--- config.mk ---
export PLATFORM = sky130hd
export DESIGN_NAME = ict_lookup
export DESIGN_NICKNAME = d
export VERILOG_FILES = /design/src/pkg/ict_pkg.sv /design/src/design/ict_lookup.sv
export SDC_FILE = /design/constraint.sdc
export NUM_CORES = 1
export LEC_CHECK = 0
export BUFFER_PORTS_ARGS = -buffer_cell sky130_fd_sc_hd__buf_4
export CAP_MARGIN = 20
export CORE_MARGIN = 8
export CORE_UTILIZATION = 30
export DETAILED_ROUTE_END_ITERATION = 8
export SLEW_MARGIN = 40
export SYNTH_ARGS = -nofsm -noshare
export SYNTH_HDL_FRONTEND = slang
export SYNTH_SLANG_ARGS = --single-unit
--- constraint.sdc ---
create_clock -name vclk -period 2.6
set_input_delay 0 -clock vclk [all_inputs]
set_output_delay 0 -clock vclk [all_outputs]
set_load 0.02 [all_outputs]
--- src/pkg/ict_pkg.sv ---
package ict_pkg;

  // ==========================================================================
  // instruction classes
  // ==========================================================================
  typedef enum logic [4:0] {
    ICT_OP_FIELD_TEST          = 5'h00,
    ICT_OP_FIELD_CHANGE        = 5'h01,
    ICT_OP_FIELD_CLEAR         = 5'h02,
    ICT_OP_FIELD_SET           = 5'h03,
    ICT_OP_FIELD_EXTRACT_S     = 5'h04,
    ICT_OP_FIELD_EXTRACT_U     = 5'h05,
    ICT_OP_FIELD_INSERT        = 5'h06,
    ICT_OP_FIELD_FIRST_ONE     = 5'h07,
    ICT_OP_BRANCH_TAKEN        = 5'h08,
    ICT_OP_BRANCH_B_NOT_TAKEN  = 5'h09,
    ICT_OP_BRANCH_W_NOT_TAKEN  = 5'h0a,
    ICT_OP_BRANCH_L_NOT_TAKEN  = 5'h0b,
    ICT_OP_LOOP_FALSE_LIVE     = 5'h0c,
    ICT_OP_LOOP_FALSE_EXPIRED  = 5'h0d,
    ICT_OP_LOOP_TRUE           = 5'h0e,
    ICT_OP_MODULE_CALL_T0      = 5'h0f,
    ICT_OP_MODULE_CALL_T1_A    = 5'h10,
    ICT_OP_MODULE_CALL_T1_B    = 5'h11,
    ICT_OP_MODULE_CALL_T1_COPY = 5'h12,
    ICT_OP_SWAP_OK             = 5'h13,
    ICT_OP_SWAP_FAIL           = 5'h14,
    ICT_OP_SWAP2_OK            = 5'h15,
    ICT_OP_SWAP2_FAIL          = 5'h16,
    ICT_OP_BOUNDS_PAIR_CHECK   = 5'h17,
    ICT_OP_JUMP_UNCONDITIONAL  = 5'h18,
    ICT_OP_JUMP_SUBROUTINE     = 5'h19
  } ict_op_e;

  typedef enum logic [1:0] {
    ICT_CASE_BEST  = 2'h0,
    ICT_CASE_CACHE = 2'h1,
    ICT_CASE_WORST = 2'h2
  } ict_case_e;

  typedef enum logic [1:0] {
    ICT_FORM_REG  = 2'h0,
    ICT_FORM_MEM4 = 2'h1,
    ICT_FORM_MEM5 = 2'h2
  } ict_form_e;

  typedef enum logic [1:0] {
    ICT_ST_IDLE = 2'h0,
    ICT_ST_RUN  = 2'h1,
    ICT_ST_DONE = 2'h2
  } ict_state_e;

  // ==========================================================================
  // constants
  // ==========================================================================
  localparam logic [4:0]  ICT_OP_LAST        = 5'h19;
  localparam logic [4:0]  ICT_FIELD_OPS      = 5'h08;
  localparam logic [5:0]  ICT_BRANCH_ROW_ADD = 6'h10;
  localparam int          ICT_ROWS           = 42;
  localparam logic [6:0]  ICT_WORD_BITS      = 7'h20;
  localparam logic [5:0]  ICT_WIDTH_FULL     = 6'h20;
  localparam logic [11:0] ICT_COPY_CLK_PER_N = 12'h006;
  localparam logic [11:0] ICT_CLK_RESET      = 12'h000;
  localparam logic [7:0]  ICT_BUS_RESET      = 8'h00;
  localparam logic [31:0] ICT_ACC_RESET      = 32'h0000_0000;

  // ==========================================================================
  // timing table: each entry is {clocks[19:12], reads, prefetches, writes}
  // rows: field op * 3 + form for field ops, then op + 16 for the rest
  // ==========================================================================
  localparam logic [19:0] ICT_TABLE [ICT_ROWS][3] = '{
    '{20'h03000, 20'h06000, 20'h07010}, '{20'h0b100, 20'h0b100, 20'h0c110}, '{20'h0f200, 20'h0f200, 20'h10210},
    '{20'h09000, 20'h0c000, 20'h0c010}, '{20'h10101, 20'h10101, 20'h10111}, '{20'h18202, 20'h18202, 20'h18212},
    '{20'h09000, 20'h0c000, 20'h0c010}, '{20'h10101, 20'h10101, 20'h10111}, '{20'h18202, 20'h18202, 20'h18212},
    '{20'h09000, 20'h0c000, 20'h0c010}, '{20'h10101, 20'h10101, 20'h10111}, '{20'h18202, 20'h18202, 20'h18212},
    '{20'h05000, 20'h08000, 20'h08010}, '{20'h0d100, 20'h0d100, 20'h0d110}, '{20'h12200, 20'h12200, 20'h12210},
    '{20'h05000, 20'h08000, 20'h08010}, '{20'h0d100, 20'h0d100, 20'h0d110}, '{20'h12200, 20'h12200, 20'h12210},
    '{20'h07000, 20'h0a000, 20'h0a010}, '{20'h0e101, 20'h0e101, 20'h0f111}, '{20'h14202, 20'h14202, 20'h15212},
    '{20'h0f000, 20'h12000, 20'h12010}, '{20'h18100, 20'h18100, 20'h18110}, '{20'h20200, 20'h20200, 20'h20210},
    '{20'h03000, 20'h06000, 20'h09020},
    '{20'h01000, 20'h04000, 20'h05010},
    '{20'h03000, 20'h06000, 20'h07010},
    '{20'h03000, 20'h06000, 20'h09020},
    '{20'h03000, 20'h06000, 20'h09020},
    '{20'h07000, 20'h0a000, 20'h0a030},
    '{20'h03000, 20'h06000, 20'h07010},
    '{20'h1c206, 20'h1e206, 20'h24226},
    '{20'h30508, 20'h32508, 20'h38528},
    '{20'h37608, 20'h39608, 20'h40628},
    '{20'h3f708, 20'h41708, 20'h47728},
    '{20'h0f101, 20'h0f101, 20'h10111},
    '{20'h0c100, 20'h0c100, 20'h0d110},
    '{20'h17202, 20'h19202, 20'h1c222},
    '{20'h13200, 20'h16200, 20'h19220},
    '{20'h10200, 20'h12200, 20'h12210},
    '{20'h01000, 20'h04000, 20'h07020},
    '{20'h03001, 20'h05001, 20'h0b021}
  };

  // ==========================================================================
  // carriers
  // ==========================================================================
  typedef struct packed {
    logic [7:0] clk;
    logic [3:0] rd;
    logic [3:0] pf;
    logic [3:0] wr;
  } ict_phase_s;

  typedef struct packed {
    ict_op_e    op;
    logic       field_in_reg;
    logic [2:0] field_offset;
    logic [5:0] field_width;
    logic       cache_hit;
    logic       prefetch_overlap;
    logic [7:0] stack_words;
    ict_phase_s phase;
  } ict_req_s;

  typedef struct packed {
    logic [11:0] clk;
    logic [7:0]  rd;
    logic [7:0]  pf;
    logic [7:0]  wr;
    logic        err;
  } ict_result_s;

endpackage

--- src/design/ict_lookup.sv ---
// ============================================================================
// base count lookup
// ============================================================================
module ict_lookup (
  input  wire ict_pkg::ict_op_e   op,
  input  wire ict_pkg::ict_form_e form,
  input  wire ict_pkg::ict_case_e sel,
  output logic [19:0]             base
);

  logic [5:0] row;
  logic [1:0] col;

  // field ops fan out by form, every other class has one row
  always_comb begin
    if (op < ict_pkg::ICT_FIELD_OPS) begin
      row = 6'({1'b0, op} * 6'h03 + {4'h0, form});
    end else begin
      row = {1'b0, op} + ict_pkg::ICT_BRANCH_ROW_ADD;
    end
    col = sel;
    if (row < 6'(ict_pkg::ICT_ROWS) && col != 2'h3) begin
      base = ict_pkg::ICT_TABLE[row][col];
    end else begin
      base = 20'h00000;
    end
  end

endmodule

# == Word level (Yosys, flattened, before mapping) ==
# Memory sizes are Yosys's and may differ from the RTL's.
# Cells that the tools add are included.
# op_classes
n_addsub,2
reduce_logical,1
n_mul,1
order_cmp,4
n_mux,7
bitwise_logic,2
n_eq_ne,1
# ops
operator,n
60-bit two-way mux,2
20-bit two-way mux,3
20-bit binary-select mux with 2-bit select,1
"7-bit greater-or-equal comparator, second input constant",1
6-bit inverter with 7-bit output,1
"5-bit by 5-bit adder with 6-bit output, second input constant",1
6-bit by 2-bit adder with 6-bit output,1
"6-bit less-than comparator, second input constant",1
"5-bit by 2-bit multiplier with 6-bit output, second input constant",1
6-bit two-way mux,1
"5-bit by 4-bit less-than comparator with 1-bit output, second input constant",1
"3-bit greater-or-equal comparator, second input constant",1
2-bit inverter with 3-bit output,1
"2-bit inequality test, second input constant",1
1-bit logical AND,1
# totals
in_bits,9
regBits,0
mem_count,1
wordCells,19
romBits,3840
# memory_table
name,depth,word_bits,read_ports,rd_clocked_by_memory_dff,write_ports,line,source
(name not given),64,60,1,0,0,ict_lookup.sv:23,base = ict_pkg::ICT_TABLE[row][col];

# == Longest topological paths before layout ==
# logic_depth
ltp_word,11
mapped_depth,12
ltp_nobuf,11

# == Worst setup path after synthesis ==
# No wires, ideal clock.
# synth_path
kind,input -> output
startpoint,in op[0]
endpoint,out base[12]
path_stages,10
t_arrival_ns,2.940
required_ns,2.600
slack_ns,-0.340
n_path_buf,1
cell_sequence,fa_1 -> ha_1 -> fa_1 -> clkbuf_1 -> nand2_1 -> o22ai_1 -> nand2_1 -> a211oi_1 -> a2111oi_0 -> a211oi_1
# synth_between
elab_chain_cells,11
elab_cells_between_ends,15
classes_between,add/sub (2); mul (1); order compare (2); mux (7); bitwise (1); reduce/logical (1); memory (1)
# synth_lines
element,line,source
"start, declared",ict_lookup.sv:5,"input wire ict_pkg::ict_op_e op,"
5-bit by 2-bit multiplier with 6-bit output,ict_lookup.sv:17,"row = 6'({1'b0, op} * 6'h03 + {4'h0, form});"
6-bit by 2-bit adder with 6-bit output,ict_lookup.sv:17,
6-bit two-way mux *,ict_lookup.sv:16,if (op < ict_pkg::ICT_FIELD_OPS) begin
6-bit inverter with 7-bit output (implied by the code),ict_lookup.sv:23,
memory read 64 x 60 bit,-,
60-bit two-way mux (implied by the code) (2 in series),ict_lookup.sv:23,
20-bit binary-select mux with 2-bit select,ict_lookup.sv:23,
20-bit two-way mux (implied by the code) (2 in series),ict_lookup.sv:23,
20-bit two-way mux *,ict_lookup.sv:22,if (row < 6'(ict_pkg::ICT_ROWS) && col != 2'h3) begin
"end, declared",ict_lookup.sv:8,output logic [19:0] base
# Every way passes the cells marked *; elsewhere a longest branch is shown, timed or not. The select of a mux whose other input is x is not followed.

# == Worst setup path in the final report ==
# layout_path
startpoint,in form[1]
endpoint,out base[12]
# layout_between
elab_chain_cells,10
elab_cells_between_ends,12
classes_between,add/sub (1); order compare (1); mux (7); bitwise (1); reduce/logical (1); memory (1)
# layout_lines
element,line,source
"start, declared",ict_lookup.sv:6,"input wire ict_pkg::ict_form_e form,"
6-bit by 2-bit adder with 6-bit output *,ict_lookup.sv:17,
6-bit two-way mux *,ict_lookup.sv:16,
6-bit inverter with 7-bit output (implied by the code),ict_lookup.sv:23,
memory read 64 x 60 bit,-,
60-bit two-way mux (implied by the code) (2 in series),ict_lookup.sv:23,
20-bit binary-select mux with 2-bit select,ict_lookup.sv:23,
20-bit two-way mux (implied by the code) (2 in series),ict_lookup.sv:23,
20-bit two-way mux *,ict_lookup.sv:22,
# Marked as above.

==> impl_summary.md <==
Place
The last weighted congestion value of the routability-driven placer is 0.946. The worst setup slack before clock tree synthesis is -0.433 ns. The HPWL reported at the end of detailed placement is 8010 um. Input and output buffers added on the ports amount to 25.

Layout
In the final layout, the share of cells above drive strength 1 is 0.499. The share of the core filled with cells is 0.555. The final layout contains a sequential cell count of 0. The count of clock buffers in the final design is 0. Across the whole layout, storage elements account for 0 um2. Compared with the post-synthesis result, the final layout area differs by 78.9%. The number of antenna repair diodes is 0. At the end of the flow, the number of nets in the layout was 471.

GRT
The via count of the first global-routing pass came to 3169. For this run, global-route usage on met2 was measured as 0.342. The global-route wire length before repair is 17400 um. The largest net degree at the start of global routing is 30. The fraction of met3 tracks used by global routing is 0.0249.

The met1 demand-to-capacity share in global routing is 0.290. The remaining global-route overflow is 0. The number of antenna violations at the first check in global routing was 0.

The global routing's busiest layer is met2. For this run, the total global-route usage over all layers was measured as 0.215.

Yosys
By area, the combinational part of the netlist is dominated by compound AO/OA/AOI/OAI gates. The count of warnings emitted by yosys is 0. Of the total synthesized cell area, the portion taken by AND, OR, NAND and NOR gates is 0.215. Ranked by total cell area, the synthesized netlist is headed by ha_1 (10%), o211ai_1 (7.8%), nand2_1 (6.4%).

The mean instance size in the synthesized netlist is 6.84 um2. The xor/xnor cell area share of the yosys netlist is 0.0201. After synthesis, the netlist uses 66 different library cells. Of the total synthesized cell area, the portion taken by full adders, half adders and majority gates is 0.119. The synthesized instance count is 310. The top cell type by total area after synthesis is ha_1. The multiplexer fraction of the synthesized cell area is 0.0844. Yosys instantiated no cell more often than nand2_1. The sequential-to-total area share from yosys stat is 0. Sorting the synthesized cells by how often they occur yields nand2_1 (36), nor2_1 (25), a21oi_1 (24). The post-synthesis compound-gate area fraction was 0.453. In this run the cell area of the synthesized design comes to 2120 um2.

The share of synthesized area in the top cell type comes to 0.100.

STA
The worst relative slew slack is 0.588. The final worst slack is -0.287 ns. The count of endpoints failing hold in the final timing report is 0. The final number of max-transition violations is 0. Based on the critical path, the design can be clocked at up to 346 MHz.

Setup repair after global routing could not meet its margin everywhere. The actual transition at the worst max-transition pin is 0.617 ns. The worst path in the final design needs a cycle of 2.89 ns, including I/O delays and setup. Dividing the final minimum period by the clock period gives 1.11.

The final number of setup-violating endpoints is 12.

Pwr
The power share of the combinational group is 1.000. The share of total power dissipated in sequential elements is 0. Summed over all cells, the static leakage comes to 1.61 nW. The design draws 1.49 mW. The internal power of the cells totals 0.712 mW. The share of total power dissipated in the clock network is 0.

The power dissipated by switching net loads is 0.780 mW. The power per cell area is 394 nW/um2. The worst-case vdd ir drop is 0.000179 V. The net switching fraction of the power is 0.523.

Setup path
The critical path required time is 2.60 ns. The critical path startpoint category is an input port. The kind of end point of the critical path is an output pin. The capture point of the worst path is base[12]. In this run the worst path has a maximum fanout of 6. The critical setup path kind is input port to output pin. Data on the critical path arrives at its endpoint at 2.89 ns. The worst setup path startpoint is form[1].

Job
The number of maximum-capacitance violations is 0.

Die
The floorplan step defined a die boundary enclosing 10000 um2. The die extent in y is 100 um. The number of rows created at floorplan is 30. For this configuration, the core starts out at a cell density of 0.310.

The core region is 6830 um2. The width of the chip is 100 um. 29 I/O pins were placed.

Routing
The routed design has 10900 um of wire. The total iterations of the first detailed-routing run is 5. The iteration-0 DRC count of the detailed router is 313.

The residual antenna-violating net count after detailed routing is 0. For this run, design rule violations remaining after detail routing come to 0. The average wire per standard cell is 20.3 um.

The via count is 3200. Using the TritonRoute via totals, the vias-per-cell ratio works out to 5.96.

Outcome
The final reports fail on negative setup slack. The run finished, with violations left.

Worst hold path
The startpoint of the tightest hold check path is sel[0]. In this run the worst hold path is classified as input port to output pin.

Clocking
The number of hold buffers added after CTS was 0.
[cell type report]
class | count | area [um2]
Fill cell | 642 | 3040
Inverter | 16 | 61.3
Multi-Input combinational cell | 268 | 2290
Tap cell | 96 | 120
Timing Repair Buffer | 157 | 1320
[worst min path at each step]
stage	to	slack, ns	depth (start not counted)
2_1_floorplan	base[14]	0.31	3
3_3_place_gp	base[18]	0.45	4
3_5_place_dp	base[18]	0.45	4
4_1_cts	base[18]	0.46	4
5_1_grt	base[18]	0.47	4
6_report	base[18]	0.46	4
[cell usage in the layout, fill, tap and decap left out, types with 3 or more instances in the layout]
cell type,instances
mux2i_1,10
o21ai_0,6
nand2b_1,5
buf_12,5
buf_6,19
nor2_1,24
a21oi_1,20
a32oi_1,4
ha_1,14
a21oi_2,4
inv_1,14
nand3_1,5
nand4_1,6
o211ai_1,22
a211oi_2,10
conb_1,4
nor3_1,7
a211oi_1,3
a2111oi_2,3
buf_4,131
nand2_1,33
[through the flow]
step	hold WS [ns]	instance area (um2)	cells	TNS, ns
after floorplan	0.312	2210	313	-0.0838
after global placement	0.449	3250	518	-3.96
after detailed placement	0.452	3250	518	-4.17
after CTS	0.461	3730	535	-2.92
after global routing	0.472	3790	537	-3.65
final	0.461	3790	537	-2.13
[logic make-up (layout without fill, tap and decap cells)]
family                   count (synthesis)  in the layout
AO/OA/AOI/OAI                          126            127
XOR/XNOR                                 4              4
adder cells (fa/ha/maj)                 19             19
buffers and inverters                   46            173
multiplexers                            15             15
other                                    1              4
AND/OR/NAND/NOR                         99             99
[worst max-delay path, stage by stage]
cell	delay [ns]
buf_6	0.09
fa_1	0.51
ha_4	0.19
fa_2	0.43
xnor2_4	0.20
buf_6	0.14
a22o_4	0.25
buf_6	0.14
nand2_2	0.09
a211oi_2	0.08
a2111oi_2	0.38
buf_4	0.17
a211oi_2	0.03
buf_4	0.16
[power groups by stage]
stage | registers (mW) | clock network (mW) | logic, mW
global route | 0 | 0 | 1.57
floorplan | 0 | 0 | 0.664
global placement | 0 | 0 | 1.20
detailed placement | 0 | 0 | 1.20
finish | 0 | 0 | 1.49
CTS | 0 | 0 | 1.43
[routing by layer]
metal / vias to the layer above / share of wire
met1: 1518 / 0.43
li1: 1466 / -
met4: 0 / 0.027
met3: 28 / 0.083
met5: - / 0
met2: 188 / 0.46
[repair_timing]
action                                  CTS  global route
pin swaps                                33            12
setup buffers                            19             2
gates resized for setup                  74            11
endpoints found under the setup margin   15            16
hold endpoints to repair                  0             0
cloned                                    3             0
No activity file was read; power rests on OpenSTA's default activity.
